===== config.mk =====
export PLATFORM = sky130hd
export DESIGN_NAME = spm_serial_a_pm
export DESIGN_NICKNAME = d
export VERILOG_FILES = /design/src/verilog/spm_pkg.sv /design/src/verilog/spm_idle_timer.sv /design/src/verilog/spm_rst_sync.sv /design/src/verilog/spm_serial_a_pm.sv
export SDC_FILE = /design/constraint.sdc
export NUM_CORES = 1
export LEC_CHECK = 0
export BUFFER_PORTS_ARGS = -buffer_cell sky130_fd_sc_hd__buf_4
export CELL_PAD_IN_SITES_DETAIL_PLACEMENT = 1
export CELL_PAD_IN_SITES_GLOBAL_PLACEMENT = 2
export CORE_MARGIN = 3
export CORE_UTILIZATION = 32
export CTS_CLUSTER_DIAMETER = 100
export DETAILED_ROUTE_END_ITERATION = 12
export GPL_ROUTABILITY_DRIVEN = 0
export PLACE_DENSITY = 0.84
export SLEW_MARGIN = 20
export SYNTH_ARGS = -nofsm -noshare
export SYNTH_HDL_FRONTEND = slang
export SYNTH_SLANG_ARGS = --single-unit

===== constraint.sdc =====
create_clock -name mclk -period 1.9 [get_ports mclk]
set_input_delay 0 -clock mclk [delete_from_list [all_inputs] [get_ports mclk]]
set_output_delay 0 -clock mclk [all_outputs]
set_load 0.02 [all_outputs]

===== src/verilog/spm_pkg.sv =====
// constants and types for the serial port a power management block
//------------------------------------------------------------------
// Function
// test bit plus latch bit drives baud clock out
// auto powerdown only while its enable is set
// auto powerdown needs empty fifos and timeout
// module reset bit holds the port in reset
// soft reset equals hard reset state
// software holds reset bit at least 1.13 us
// idle flag set on empty fifos and timeout
// idle flag cleared when port not idle
// direct powerdown leaves idle flag unchanged
// idle flag is read only
// hard reset forces idle flag to zero
// direct powerdown bit enters and leaves powerdown
// module reset bit also ends direct powerdown
// direct powerdown resets transmitter, receiver, fifos
// software checks idle before direct powerdown
// control bits reset to zero, reserved read zero
// timeout restarts on activity, expires after count
//------------------------------------------------------------------
package spm_pkg;

   // register indices
   localparam logic [7:0] SPM_CFG_IDX   = 8'h31;  // power management and status
   localparam logic [7:0] SPM_STAT_IDX  = 8'h32;  // sticky event status
   localparam logic [7:0] SPM_MASK_IDX  = 8'h33;  // event interrupt mask

   // field positions of the power management register
   localparam int SPM_BIT_TEST = 4;  // baud clock test enable
   localparam int SPM_BIT_APD  = 3;  // auto powerdown enable
   localparam int SPM_BIT_SRST = 2;  // module soft reset
   localparam int SPM_BIT_IDLE = 1;  // port idle flag
   localparam int SPM_BIT_DPD  = 0;  // direct powerdown

   // event bits of status and mask
   localparam int SPM_EVT_W    = 2;  // number of events
   localparam int SPM_EVT_IDLE = 0;  // port became idle
   localparam int SPM_EVT_APD  = 1;  // auto powerdown entered

   // reset values
   localparam logic                 SPM_CTRL_RST = 1'b0;  // control bits
   localparam logic [SPM_EVT_W-1:0] SPM_EVT_RST  = 2'h0;  // status and mask

   // timing
   localparam int  SPM_CLK_MHZ      = 50;     // mclk rate
   localparam real SPM_SRST_MIN_US  = 1.13;   // least soft reset pulse
   localparam int  SPM_SRST_MIN_CYC = int'($ceil(SPM_SRST_MIN_US * SPM_CLK_MHZ));
   localparam int  SPM_TIMEOUT_CYC  = 1024;   // idle cycles before expiry

   // power mode of the port
   typedef enum logic [1:0] {
      SPM_PM_ACTIVE = 2'b00,  // running
      SPM_PM_AUTO   = 2'b01,  // auto powerdown
      SPM_PM_DIRECT = 2'b10,  // direct powerdown
      SPM_PM_RESET  = 2'b11   // held in module reset
   } spm_pm_e;

   // idle condition, shared by flag and auto powerdown
   function automatic logic spm_idle_cond(input logic tx_empty,
                                          input logic rx_empty,
                                          input logic expired);
      spm_idle_cond = tx_empty & rx_empty & expired;
   endfunction : spm_idle_cond

endpackage : spm_pkg


===== src/verilog/spm_idle_timer.sv =====
// inactivity timeout counter of the serial port
module spm_idle_timer
   import spm_pkg::*;
#(
   parameter int TIMEOUT_CYC = SPM_TIMEOUT_CYC  // idle cycles to expiry
) (
   // clock and reset
   input  logic mclk,      // chip clock
   input  logic srst_n,    // synchronised reset
   // control
   input  logic restart,   // activity or module reset
   // status
   output logic expired    // timeout reached
);

   localparam int CW = $clog2(TIMEOUT_CYC + 1);  // counter width

   typedef struct packed {
      logic [CW-1:0] cnt;  // idle cycles seen
      logic          exp;  // expired flag
   } spm_tmr_s;

   spm_tmr_s st;       // state
   spm_tmr_s next_st;  // next state

   // count idle cycles, restart on activity
   always_comb begin
      next_st = st;
      if (restart) begin
         next_st.cnt = '0;
         next_st.exp = 1'b0;
      end else if (!st.exp) begin
         next_st.cnt = st.cnt + 1'b1;
         next_st.exp = (st.cnt == CW'(TIMEOUT_CYC - 1));
      end
   end

   // register state
   always_ff @(posedge mclk or negedge srst_n) begin
      if (!srst_n) begin
         st <= '0;
      end else begin
         st <= next_st;
      end
   end

   assign expired = st.exp;

endmodule : spm_idle_timer


===== src/verilog/spm_rst_sync.sv =====
// reset release synchroniser for the power management block
module spm_rst_sync
   import spm_pkg::*;
(
   // clock and reset
   input  logic mclk,     // chip clock
   input  logic arst_n,   // hard reset, async
   // synchronised reset
   output logic srst_n    // released two edges late
);

   typedef struct packed {
      logic s1;  // first stage
      logic s2;  // second stage
   } spm_rsync_s;

   spm_rsync_s st;       // state
   spm_rsync_s next_st;  // next state

   // shift a one in after release
   always_comb begin
      next_st    = st;
      next_st.s1 = 1'b1;
      next_st.s2 = st.s1;
   end

   // assert at once, release on clock
   always_ff @(posedge mclk or negedge arst_n) begin
      if (!arst_n) begin
         st <= '0;
      end else begin
         st <= next_st;
      end
   end

   assign srst_n = st.s2;

endmodule : spm_rst_sync


===== src/verilog/spm_serial_a_pm.sv =====
// power management and status control of serial port a
//
// Local design decision: the address-and-strobe port.
module spm_serial_a_pm
   import spm_pkg::*;
#(
   parameter int TIMEOUT_CYC = SPM_TIMEOUT_CYC  // idle cycles to expiry
) (
   // clock and hard reset
   input  logic       mclk,                      // chip clock
   input  logic       arst_n,                    // hard reset pin, low
   // register port
   input  logic [7:0] reg_addr,                  // register index
   input  logic [7:0] reg_wdata,                 // write data
   input  logic       reg_wr,                    // write strobe
   input  logic       reg_rd,                    // read strobe
   output logic [7:0] reg_rdata,                 // read data, next cycle
   // serial port datapath status
   input  logic       tx_fifo_empty,             // transmit fifo empty
   input  logic       rx_fifo_empty,             // receive fifo empty
   input  logic       tx_active,                 // transmit activity
   input  logic       rx_active,                 // receive activity
   input  logic       divisor_latch_access_bit,  // from line control register
   input  logic       baud_clock,                // baud generator output
   input  logic       uart_sout,                 // normal serial data
   // serial pin and port control
   output logic       serial_output_pin,         // serial output pin
   output logic       port_module_reset,         // whole port reset
   output logic       txrx_reset,                // transmitter, receiver, fifo reset
   output logic       direct_powerdown,          // direct powerdown mode
   output logic       auto_powerdown,            // auto powerdown mode
   // interrupt
   output logic       irq                        // level, unmasked event
);

   //------------------------------------------------------------
   // state
   //------------------------------------------------------------
   typedef struct packed {
      logic                 test_en;   // baud clock test enable
      logic                 apd_en;    // auto powerdown enable
      logic                 soft_rst;  // module soft reset
      logic                 idle;      // port idle flag
      logic                 dpd;       // direct powerdown
      logic [SPM_EVT_W-1:0] evt_stat;  // sticky events
      logic [SPM_EVT_W-1:0] evt_mask;  // event mask
      logic [7:0]           rdata;     // read answer
      logic                 sout;      // registered pin value
      spm_pm_e              pm;        // power mode
   } spm_top_s;

   spm_top_s st;       // state
   spm_top_s next_st;  // next state

   logic srst_n;      // synchronised hard reset
   logic expired;     // inactivity timeout reached
   logic idle_now;    // fifos empty and timed out
   logic apd_go;      // auto powerdown condition
   logic cfg_wr;      // write to power register
   logic [SPM_EVT_W-1:0] evt_set;  // events this cycle
   logic [SPM_EVT_W-1:0] evt_clr;  // write one to clear
   spm_pm_e pm_now;   // mode from current bits

   //------------------------------------------------------------
   // submodules
   //------------------------------------------------------------
   spm_rst_sync u_rst (
      .mclk   (mclk),
      .arst_n (arst_n),
      .srst_n (srst_n)
   );

   // timer restarts with activity and with module reset
   spm_idle_timer #(
      .TIMEOUT_CYC (TIMEOUT_CYC)
   ) u_tmr (
      .mclk    (mclk),
      .srst_n  (srst_n),
      .restart (tx_active | rx_active | port_module_reset),
      .expired (expired)
   );

   //------------------------------------------------------------
   // port controls
   //------------------------------------------------------------
   // soft reset drives the same line as hard reset
   assign port_module_reset = ~srst_n | st.soft_rst;
   // direct powerdown flushes transmitter, receiver, fifos
   assign txrx_reset        = st.dpd | port_module_reset;
   assign direct_powerdown  = st.dpd;
   assign auto_powerdown    = (st.pm == SPM_PM_AUTO);
   assign serial_output_pin = st.sout;
   assign reg_rdata         = st.rdata;
   assign irq               = |(st.evt_stat & st.evt_mask);

   //------------------------------------------------------------
   // decode
   //------------------------------------------------------------
   assign idle_now = spm_idle_cond(tx_fifo_empty, rx_fifo_empty, expired);
   assign apd_go   = st.apd_en & idle_now & ~st.dpd & ~port_module_reset;
   assign cfg_wr   = reg_wr & (reg_addr == SPM_CFG_IDX);
   assign evt_clr  = (reg_wr && reg_addr == SPM_STAT_IDX) ? reg_wdata[SPM_EVT_W-1:0] : '0;

   // mode that the current bits select
   always_comb begin
      if (port_module_reset) begin
         pm_now = SPM_PM_RESET;
      end else if (st.dpd) begin
         pm_now = SPM_PM_DIRECT;
      end else if (apd_go) begin
         pm_now = SPM_PM_AUTO;
      end else begin
         pm_now = SPM_PM_ACTIVE;
      end
   end

   //------------------------------------------------------------
   // next state
   //------------------------------------------------------------
   always_comb begin
      next_st       = st;
      next_st.rdata = 8'h00;
      evt_set       = '0;
      // control bits, idle bit ignored on write
      if (cfg_wr) begin
         next_st.test_en  = reg_wdata[SPM_BIT_TEST];
         next_st.apd_en   = reg_wdata[SPM_BIT_APD];
         next_st.soft_rst = reg_wdata[SPM_BIT_SRST];
         next_st.dpd      = reg_wdata[SPM_BIT_DPD];
         if (reg_wdata[SPM_BIT_SRST]) begin
            next_st.dpd = 1'b0;
         end
      end
      // idle flag, hardware only
      if (port_module_reset) begin
         next_st.idle = 1'b0;
      end else if (st.dpd) begin
         next_st.idle = st.idle;
      end else begin
         next_st.idle = idle_now;
      end
      // power mode and entry events
      next_st.pm = pm_now;
      case (st.pm)
         SPM_PM_AUTO: begin
            evt_set[SPM_EVT_APD] = 1'b0;  // already inside
         end
         SPM_PM_ACTIVE, SPM_PM_DIRECT, SPM_PM_RESET: begin
            evt_set[SPM_EVT_APD] = (pm_now == SPM_PM_AUTO);
         end
         default: begin
            evt_set[SPM_EVT_APD] = 1'b0;
         end
      endcase
      evt_set[SPM_EVT_IDLE] = next_st.idle & ~st.idle;
      // set wins over clear
      next_st.evt_stat = (st.evt_stat & ~evt_clr) | evt_set;
      if (reg_wr && reg_addr == SPM_MASK_IDX) begin
         next_st.evt_mask = reg_wdata[SPM_EVT_W-1:0];
      end
      // read answer, reserved bits zero
      if (reg_rd) begin
         case (reg_addr)
            SPM_CFG_IDX: begin
               next_st.rdata = {3'h0, st.test_en, st.apd_en, st.soft_rst, st.idle, st.dpd};
            end
            SPM_STAT_IDX: begin
               next_st.rdata = {{(8-SPM_EVT_W){1'b0}}, st.evt_stat};
            end
            SPM_MASK_IDX: begin
               next_st.rdata = {{(8-SPM_EVT_W){1'b0}}, st.evt_mask};
            end
            default: begin
               next_st.rdata = 8'h00;
            end
         endcase
      end
      // test mode with the latch bit set puts baud clock on the pin
      if (st.test_en && divisor_latch_access_bit) begin
         next_st.sout = baud_clock;
      end else begin
         next_st.sout = uart_sout;
      end
   end

   //------------------------------------------------------------
   // state register
   //------------------------------------------------------------
   always_ff @(posedge mclk or negedge srst_n) begin
      if (!srst_n) begin
         st          <= '0;
         st.test_en  <= SPM_CTRL_RST;
         st.apd_en   <= SPM_CTRL_RST;
         st.soft_rst <= SPM_CTRL_RST;
         st.dpd      <= SPM_CTRL_RST;
         st.idle     <= 1'b0;
         st.evt_stat <= SPM_EVT_RST;
         st.evt_mask <= SPM_EVT_RST;
         st.sout     <= 1'b1;  // line idles high
         st.pm       <= SPM_PM_RESET;
      end else begin
         st <= next_st;
      end
   end
endmodule : spm_serial_a_pm

# [After elaboration in Yosys (flattened, before gate mapping)]
# Cells that the tools add are included.
# W data, S select, Z words.
[op_classes] addsub=1 eq_ne=9 muxes=13 bitwise_logic=19 reduce_logical=6
[ops] op="$eq A8 B6 Y1 const B" count=3
[ops] op="$mux W12" count=2
[ops] op="$pmux W5 S3" count=1
[ops] op="$add A11 B1 Y11 const B" count=1
[ops] op="$eq A11 B10 Y1 const B" count=1
[ops] op="$and A1 B1 Y1" count=7
[ops] op="$mux W2" count=3
[ops] op="$mux W1" count=5
[ops] op="$mux W5" count=1
[ops] op="$and A2 B2 Y2" count=2
[ops] op="$eq A2 B1 Y1 const B" count=2
[ops] op="$eq A2 B2 Y1 const B" count=2
[ops] op="$not A1 Y1" count=4
[ops] op="$or A1 B1 Y1" count=4
[ops] op="$logic_and A1 B1 Y1" count=3
[ops] op="$reduce_or A3 Y1" count=1
[ops] op="$logic_not A2 Y1" count=1
[ops] op="$ne A2 B1 Y1 const B" count=1
[ops] op="$not A2 Y2" count=1
[ops] op="$or A2 B2 Y2" count=1
[ops] op="$pmux W1 S2" count=1
[ops] op="$reduce_or A2 Y1" count=1
[totals] regBits=34 in_bits=27 output_inout_bits=14 wordCells=62

# [Depth between registers and ports, before layout]
# Gate-level depths: netlist of the first run.
[logic_depth] depth_word=11 mapped_depth=4 depth_no_buf=4

# [Modules after synthesis]
# Synthesis of the first run repeated with hierarchy kept, for this count alone.
[unflattened] cells_unflattened=130 area_unflattened_um2=1527.7
[modules_own_cells] module="spm_serial_a_pm" n_inst=1 cells_each=70 area_per_inst_um2=869.6 seq_area_each_um2=429.2
[modules_own_cells] module="spm_idle_timer" n_inst=1 cells_each=57 area_per_inst_um2=604.3 seq_area_each_um2=300.3
[modules_own_cells] module="spm_rst_sync" n_inst=1 cells_each=3 area_per_inst_um2=53.8 seq_area_each_um2=50.0

# [Least setup slack after synthesis of the first run]
# OpenSTA, ideal clock, no wires.
[synth_timing] kind="register to register" start="reg u_rst.st, in the netlist u_rst.srst_n" end="reg u_tmr.st[10] in the netlist's numbering" setup_ns=0.078 t_arrival_ns=2.044 required_ns=1.822 slack_ns=-0.222 path_stages_with_launch=5 path_buffers=1 synth_period_minus_slack_ns=2.122 cell_sequence="dfrtp_1 nand2b_1 or3_1 clkbuf_1 a21oi_1"
[synth_via] elab_chain_cells=4 elab_cells_between_ends=5 cone_classes="eq/ne (1); mux (1); bitwise (3)"
[synth_lines] item="start, declared" line_no="spm_rst_sync.sv:17" rtl="spm_rsync_s st;"
[synth_lines] item="start signal, assigned" line_no="spm_rst_sync.sv:32" rtl="st <= next_st;"
[synth_lines] item="$not A1 Y1 *" line_no="spm_serial_a_pm.sv:87" rtl="assign port_module_reset = ~srst_n | st.soft_rst;"
[synth_lines] item="$or A1 B1 Y1 *" line_no="spm_serial_a_pm.sv:87"
[synth_lines] item="named net port_module_reset" line_no="spm_serial_a_pm.sv:28" rtl="output logic port_module_reset,"
[synth_lines] item="$or A1 B1 Y1 *" line_no="spm_serial_a_pm.sv:79" rtl=".restart (tx_active | rx_active | port_module_reset),"
[synth_lines] item="$ne A2 B1 Y1 (no line) / $mux W12 (equally long branches)"
[synth_lines] item="end signal, assigned" line_no="spm_idle_timer.sv:43" rtl="st <= next_st;"
[synth_lines] item="end, declared" line_no="spm_idle_timer.sv:23" rtl="spm_tmr_s st;"
# The timed path passes the listed nets; every way through them passes the cells marked *.
# A chain may end at the register's enable or synchronous reset.

==> impl_metrics.ini, run 1 <==
[critical_path]
cp-start-kind = flop
worst-setup-path-type = reg -> reg
worstPathCellList = nor4b_2, dlygate4sd3_1, o21a_1
cp.required_ns = 2.12
end_kind = flop
cp_max_fo = 12
critPathBufInv = 1
startpoint = u_rst.srst_n
slowest_stage = dlygate4sd3_1
cpPeakStageDelay_ns = 0.60
crit_family = buffers and inverters
r2r_start = u_rst.srst_n
worstPathArrival_ns = 1.86

[global_route]
antenna_found_initial = 0
grt_pass1_wl_um = 6258
gr-usage-all-layers_pct = 15.45
grt-ovfl-total = 0
grt_max_degree = 21
grt_pass1_vias = 1311

[pwr]
switching_share_pct = 24.02
p_int_mw = 1.004
powerDensity_mw_per_mm2 = 678.1
power_frac_comb_pct = 9.9
seqPwrFrac_pct = 52.1
p_leak_nw = 0.9253
p_total_mw = 1.321
p_sw_mw = 0.3173
ir_drop_uv = 347.6
clkPwrFrac_pct = 38.0

[yosys]
syn-cell-area_mm2 = 0.001483
synth_cell_types = 42
synth_cells = 130
synth_edf_count = 0
ys_top_cells_by_count = 28 x dfrtp_1, 9 x mux2_2, 8 x buf_4, 8 x nor2_1
async_flop_share_pct = 100.0
yosys.area_share.simple_pct = 21.77
synth-xor-area-share_pct = 2.363
yosys_warnings = 0
synthAdderAreaFrac_pct = 0.8439
synth.largest_area_cell = dfrtp_1
yosys.cell_count.top_type = dfrtp_1
netlist.area_leader.share_pct = 47.26
synth.area.top_cells = dfrtp_1 47%, mux2_2 6.8%, dfstp_2 5.3%
synth_ff_type = dfrtp_1
synth_area_per_cell_um2 = 11.41
synth_compound_area_share_pct = 8.354
synth_top_family_by_area = simple AND/OR/NAND/NOR gates
ys_seq_elements = 31
synthMuxAreaShare_pct = 8.186
ys_seq_area_share_pct = 52.57

[worst_hold_path]
min_from = rx_active
hold_class = in -> reg

[final_layout]
multiInputGateArea_um2 = 636.9
fill_cells = 493
utilization_pct = 44.13
diodes = 0
area_growth_pct = 31.39
seq_area_um2 = 780.7
layoutNonFillerInstCount = 228
design_area_mm2 = 0.001948
final_layout_size_suffix_gt1_share_pct = 33.52
fin_nets = 203

[clock_tree]
cts_root_buf = clkbuf_8
clk_latency_ns = 0.29
cts_setup_buffers = 0
cts_tree = done
cts.htree.levels = 2
cts_buffer_depth = 2
clk_pin_slew_worst_paths_ns = 0.06
clock-sinks = 31
numCtsBuffers = 5

[floorplan]
core_area_mm2 = 0.004414
start_util_pct = 33.59
die_y_um = 74.07
ios = 41
fp.dieArea_mm2 = 0.005486
die_w_um = 74.07
rows = 24

[sta]
maxSlewViolCount = 0
setup_ws_ns = 0.2656
fmax_mhz = 611.8
min_period_over_period_pct = 86.02
setup_viol = 0
hold_slack_ns = 0.01606
rsz0062_at_grt = no
fin_tns_setup_ns = 0
fin_crit_ns = 1.634
fin_worst_skew_ns = 0.007857
timing.final.hold_violations = 0

[route]
drc = 0
wl_met2_um = 1938
drt_iter0_markers = 29
avgViaCountPerCell = 5.132
drtAntennaViolNets = 0
dr.pass1.iters = 4
maxUsedRoutingLayer = met4
wl_per_cell_um = 16.18
routed-via-count = 1170
wirelength_um = 3688
wl_met3_um = 206
m1WireLength_um = 1502

[place]
port_buffers = 34
hpwl_um = 2766
dp.cells = 209
pre_cts_ws_ns = 0.3107
place_area_mm2 = 0.001750

[status]
outcome = completed

[flow_run]
maxCapViolCount = 0
[worst paths after layout]
path,end,slack (ns),depth (start not counted)
hold reg to reg,reg_rdata[0],0.14,0
setup reg to reg,u_tmr.expired,0.27,3
setup / recovery,u_tmr.expired,0.27,3
hold / removal,u_tmr.st[11],0.02,4
max in group asynchronous,st[0],1.15,1
min in group asynchronous,u_rst.next_st[0],0.03,2
[routing by layer]
metal / track usage [%] / vias up
li1: - / 544
met1: 17.47 / 584
met2: 27.36 / 37
met3: 5.270 / 5
met4: 4.829 / 0
met5: 0 / -
[state kept, by name, summed over array words and instances, names as in the netlist]
signal and flops:
st 10, u_tmr.expired 1, u_rst.srst_n 1, reg_rdata 5, u_rst.next_st 1, serial_output_pin 1, direct_powerdown 1, u_tmr.st 11
[worst min-delay path, cell delays in order]
cell and delay (ns):
buf_4 0.09, nor4b_2 0.05, nand2_1 0.06, mux2i_1 0.06
[repair_timing]
action,CTS,global route
setup endpoints to repair,0,1
hold endpoints to repair,10,0
gates resized for setup,0,1
hold buffers,11,0
[power groups by stage]
stage / Clock [mW] / Combinational [mW] / Sequential (mW)
3_5_place_dp: 0 / 0.112 / 0.700
4_1_cts: 0.520 / 0.130 / 0.688
6_report: 0.502 / 0.130 / 0.688
3_3_place_gp: 0 / 0.108 / 0.699
5_1_grt: 0.547 / 0.143 / 0.690
2_1_floorplan: 0 / 0.0476 / 0.704
[cell type report]
class | count | share of cell area (%)
Clock inverter | 1 | 0.2569
Clock buffer | 7 | 3.918
Tap cell | 52 | 3.340
Sequential cell | 31 | 40.08
Timing Repair Buffer | 46 | 19.14
Inverter | 3 | 0.5780
Multi-Input combinational cell | 88 | 32.69
[layout by cell type, fill, tap and decap left out, types with 3 or more instances in the layout]
cell type	Yosys	routed
buf_4	8	35
dfrtp_1	28	27
dlygate4sd3_1	0	11
mux2_2	9	9
nor2_1	8	8
nand2_1	6	6
a21oi_1	6	6
nor2b_1	5	5
clkbuf_8	0	5
nand3_1	4	4
or3_1	4	4
conb_1	2	4
and2_1	3	3
inv_1	3	3
o21ai_0	3	3
xor2_1	3	3
dfstp_2	3	3
[kinds of logic after synthesis]
group | after synthesis
simple gates | 49
flops | 31
compound gates | 19
buf+inv | 13
mux | 11
xor+xnor | 4
other cells | 2
fa+ha+maj | 1
Power figures use the tool's default switching activity.
==> inputs of run 2 (changes only) <==
- ABC_AREA: not set -> 1
- CORE_MARGIN: 3 -> not set
- CORE_UTILIZATION: 32 -> 29
- PLACE_DENSITY: 0.84 -> 0.85
==> run 2 against run 1 <==
Largest power group unchanged. Sequential share of layout area down 1.5 points. Critical endpoint is now u_tmr.st[11]. Global-route usage fell by 1.6 points. Non-clock buffer count shrank 3. Clock skew down 0.0045 ns. Maximum frequency grew 20%. Largest cell class unchanged. Combinational power grew 7%. Area after synthesis grew 4.2%. Critical path type unchanged.
==> impl_metrics.ini, run 2 <==
[clock_tree]
cts.htree.levels = 2
cts_tree = done
clock-sinks = 31
cts_root_buf = clkbuf_8
clk_latency_ns = 0.28
cts_buffer_depth = 2
numCtsBuffers = 5
clk_pin_slew_worst_paths_ns = 0.06
cts_setup_buffers = 0

[route]
wl_met2_um = 1513
drt_iter0_markers = 42
routed-via-count = 1323
maxUsedRoutingLayer = met4
wl_per_cell_um = 10.96
drc = 0
wirelength_um = 3376
m1WireLength_um = 1679
dr.pass1.iters = 4
drtAntennaViolNets = 0
avgViaCountPerCell = 4.295
wl_met3_um = 145

[final_layout]
largest_register_ffs = 11
design_area_mm2 = 0.002023
diodes = 0
fin_nets = 265
layout_commonest_cell = nand2_1
largest-register = u_tmr.st
layout_common_cells = 39 x nand2_1, 35 x buf_4, 28 x dfrtp_1
area_growth_pct = 30.93
final_layout_size_suffix_gt1_share_pct = 23.11

[yosys]
synth_area_per_cell_um2 = 8.006
synth_cells = 193
synth_ff_type = dfrtp_1
ys_seq_area_share_pct = 50.45
synth.area.top_cells = dfrtp_1 45%, nand2_1 9.5%, nand3_1 8.7%
netlist.area_leader.share_pct = 45.34
async_flop_share_pct = 100.0
yosys.cell_count.top_type = nand2_1
ys_top_cells_by_count = 39 x nand2_1, 28 x dfrtp_1, 27 x nand3_1
synth_edf_count = 0
ys_seq_elements = 31
synth.largest_area_cell = dfrtp_1
syn-cell-area_mm2 = 0.001545
yosys_warnings = 0
synth_cell_types = 26

[floorplan]
start_util_pct = 30.25
ios = 41
fp.dieArea_mm2 = 0.005624
die_w_um = 75.00
rows = 26
die_y_um = 75.00
core_area_mm2 = 0.005107

[sta]
rsz0062_at_grt = no
fin_crit_ns = 1.360
timing.final.hold_violations = 0
hold_slack_ns = 0.005646
fmax_mhz = 735.1
min_period_over_period_pct = 71.59
maxSlewViolCount = 0
fin_worst_skew_ns = 0.003336
fin_tns_setup_ns = 0
setup_viol = 0

[status]
outcome = completed

[critical_path]
cp_max_fo = 4
worstPathArrival_ns = 1.53
cp.required_ns = 2.07
end_kind = flop
slowest_stage = dfrtp_1
cpPeakStageDelay_ns = 0.39
worstPathCellList = ha_1, nand3_1, nor2_1, nand2_1, nor3_1, nor2_1
cp-start-kind = flop
worst-setup-path-type = reg -> reg
cp_common_cell = nor2_1

[place]
hpwl_um = 2622
place_area_mm2 = 0.001843
port_buffers = 34

[global_route]
grt-ovfl-total = 0
grt_max_degree = 31
gr-usage-all-layers_pct = 13.81
grt_pass1_vias = 1278
grt_pass1_wl_um = 5733
antenna_found_initial = 0

[pwr]
ir_drop_uv = 296.1
p_total_mw = 1.402
powerDensity_mw_per_mm2 = 692.8
p_leak_nw = 1.004

[worst_hold_path]
hold_class = in -> reg

[flow_run]
maxCapViolCount = 0
==> run 2: changes by cell type in the layout (fill, tap and decap cells not counted), moves of 9 or more <==
cell,change
inv_1,+22
mux2_2,-9
nand3_1,+23
nand2_1,+33
nor2_1,+16
==> run 2: worst max-delay path, delay by kind of cell (launching register included) <==
family                     cells  cell delay, ns
adders and majority gates      1            0.20
and+or+nand+nor                5            0.66
DFF                            1            0.39
==> run 2: what timing repair did <==
item                      4_1_cts  5_1_grt
hold endpoints to repair       10        0
hold buffers                    8        0
gates resized for setup         0        0
==> run 2: power by group <==
| part | total (mW) | switching, mW | internal, mW |
|---|---|---|---|
| clock network | 0.567 | 0.237 | 0.330 |
| registers | 0.695 | 0.0141 | 0.681 |
| logic | 0.139 | 0.0730 | 0.0662 |
==> run 2: path summary, 6_finish.rpt <==
check / from / to / slack, ns / cells after the start
worst min-delay path: reg_wdata[0] / direct_powerdown / 0.006 / 3
min in group asynchronous: arst_n / u_rst.next_st[0] / 0.02 / 2
worst min register to register: u_rst.srst_n / u_tmr.st[4] / 0.34 / 1
max in group asynchronous: u_rst.srst_n / serial_output_pin / 1.23 / 1
worst max register to register: u_tmr.st[1] / u_tmr.st[11] / 0.54 / 6
worst max-delay path: u_tmr.st[1] / u_tmr.st[11] / 0.54 / 6
==> run 2: area by class of cell <==
class | instances | area [um^2]
Fill cell | 643 | 3084
Sequential cell | 31 | 779.5
Multi-Input combinational cell | 128 | 608.1
Timing Repair Buffer | 43 | 342.8
Inverter | 28 | 105.1
Clock buffer | 8 | 100.1
Tap cell | 70 | 87.58
==> run 2: cells by family (layout without fill, tap and decap cells) <==
| logic type | count (synthesis) | count (layout) | synth area share [%] |
|---|---|---|---|
| and+or+nand+nor | 102 | 102 | 30.04 |
| other | 2 | 4 | 0.4860 |
| buffers and inverters | 36 | 79 | 10.69 |
| xor gates and xnor gates | 1 | 1 | 0.5669 |
| AOI/OAI and AO/OA | 20 | 20 | 6.964 |
| adders and majority gates | 1 | 1 | 0.8096 |
| DFF | 31 | 31 | 50.45 |
==> run 2: routing by layer <==
metal,track usage [%],vias to the layer above
li1,-,689
met1,18.03,603
met2,22.12,27
met3,4.016,4
met4,4.403,0
met5,0,-
==> run 2: stage by stage <==
stage	utilization [%]	setup WS [ns]	cells
2_1_floorplan	-	0.1296	195
3_3_place_gp	36.09	0.5748	292
3_5_place_dp	36.09	0.5386	292
4_1_cts	39.61	0.5198	308
5_1_grt	39.61	0.3013	308
6_report	39.61	0.5397	308
==> inputs of run 3 (changes only) <==
- CORE_UTILIZATION: 29 -> 26
- PLACE_DENSITY: 0.85 -> 0.81
- clock period: 1.9 -> 1.1 ns (I/O delays scaled with it)
==> run 3 against run 2 <==
The flow now finishes with violations (negative setup slack). Global-route usage up 1.0 points. Worst setup slack lost 0.66 ns. Worst hold slack gained 0.0094 ns. Count of clock-buffer cells in the layout fell by 2. First-iteration DRC count increased by 40%. Clock skew increased by 0.0035 ns. Highest routed layer unchanged.
==> impl_metrics.ini, run 3 (synthesis gave the netlist of run 2 again) <==
[floorplan]
start_util_pct = 27.55
rows = 27
die_y_um = 79.09
die_w_um = 79.09
ios = 41
fp.dieArea_mm2 = 0.006255
core_area_mm2 = 0.005608

[route]
wirelength_um = 4383
drc = 0
drtAntennaViolNets = 0
routed-via-count = 1498
wl_per_cell_um = 12.89
drt_iter0_markers = 59
dr.pass1.iters = 4
avgViaCountPerCell = 4.406

[pwr]
switching_share_pct = 21.97
seqPwrFrac_pct = 41.7
powerDensity_mw_per_mm2 = 1164
clkPwrFrac_pct = 46.8
ir_drop_uv = 593.9
p_int_mw = 2.256
p_total_mw = 2.892
power_frac_comb_pct = 11.6
p_sw_mw = 0.6355
p_leak_nw = 1.198

[clock_tree]
cts.htree.levels = 2
clock-sinks = 31
cts_tree = done
clk_pin_slew_worst_paths_ns = 0.07
cts_root_buf = clkbuf_8
cts_buffer_depth = 2
numCtsBuffers = 5
clk_latency_ns = 0.29

[critical_path]
worstRegToRegCells = 7
r2r_start = st[17]
startpoint = st[17]
worst-setup-path-type = reg -> out
crit_path_end = txrx_reset
end_kind = output pin
cp.required_ns = 1.10
regToRegSetupSlack_ns = -0.08
cp-start-kind = flop
worstPathArrival_ns = 1.22
cp_max_fo = 4
r2r-end = st[14]

[final_layout]
multiInputGateArea_um2 = 734.5
fill_cells = 698
layout_commonest_cell = buf_4
seq_area_um2 = 785.8
final_layout_size_suffix_gt1_share_pct = 39.55
largest_register_ffs = 11
area_growth_pct = 60.73
diodes = 0
largest-register = u_tmr.st
fin_nets = 295
layout_common_cells = 52 x buf_4, 37 x nand2_1, 25 x dfrtp_1
layoutNonFillerInstCount = 340

[sta]
rsz0062_at_grt = yes
setup_ws_ns = -0.1228
fin_crit_ns = 1.223
maxSlewViolCount = 0
fmax_mhz = 817.8
timing.final.hold_violations = 0
fin_tns_setup_ns = -0.7186
fin_worst_skew_ns = 0.006835
hold_slack_ns = 0.01501
min_period_over_period_pct = 111.2
setup_viol = 16

[global_route]
gr-usage-all-layers_pct = 14.82
grt_pass1_vias = 1500
grt_max_degree = 31
grt-ovfl-total = 0
antenna_found_initial = 0
grt_pass1_wl_um = 6989

[flow_run]
maxCapViolCount = 0

[status]
violations = negative setup slack
outcome = finished, violations left

[worst_hold_path]
hold_class = in -> async

[place]
port_buffers = 34
hpwl_um = 2791
pre_cts_ws_ns = -0.1892
dp.cells = 310
run 3: cell count changes in the layout (fill, tap and decap cells not counted), sizes merged:
cell         before  now
buf              35   62
bufinv            0    2
clkbuf            8    6
dlygate4sd3       8   11
run 3: layout make-up:
type	instances	share of cell area, %
Multi-Input combinational cell	128	29.57
Sequential cell	31	31.64
Timing Repair Buffer	73	25.39
Tap cell	72	3.627
Inverter	28	4.433
Clock buffer	6	2.922
Clock inverter	2	2.418
run 3: metrics by stage:
step                area, um^2  utilization (%)
floorplan                 1565                -
global placement          2003            35.72
detailed placement        2003            35.72
CTS                       2391            42.64
global route              2484            44.29
finish                    2484            44.29
run 3: worst min-delay path by stage:
stage | start | end | slack (ns) | cells past startpoint
global placement | arst_n | u_rst.next_st[0] | -0.22 | 1
detailed placement | arst_n | u_rst.next_st[0] | -0.22 | 1
floorplan | arst_n | u_rst.next_st[0] | -0.30 | 0
global route | arst_n | u_rst.srst_n | 0.02 | 2
CTS | arst_n | u_rst.srst_n | 0.007 | 2
finish | arst_n | u_rst.srst_n | 0.02 | 2
run 3: worst max-delay path: stages (launching register included):
cell and delay (ns):
dfrtp_1 0.40, inv_2 0.11, nand2_8 0.07, nor2_4 0.09, buf_6 0.11, inv_4 0.03
buf_6 0.12
run 3: timing repair:
item,4_1_cts,5_1_grt
pin swaps,11,6
endpoints found under the hold margin,12,0
gates resized for setup,28,14
hold buffers,11,0
setup endpoints to repair,14,17
buffers inserted,6,5
run 3: power by group through the flow:
stage	Combinational, mW	Sequential, mW	Clock (mW)
floorplan	0.0995	1.24	0
global placement	0.250	1.22	0
detailed placement	0.253	1.22	0
CTS	0.309	1.20	1.39
global route	0.366	1.21	1.44
finish	0.335	1.21	1.35
run 3: metal layers:
metal / GRT usage, % / vias to the layer above / routed length [um]
li1: - / 750 / -
met1: 18.48 / 698 / 1888
met2: 24.14 / 38 / 2213
met3: 3.103 / 12 / 146
met4: 7.455 / 0 / 135
met5: 0 / - / 0
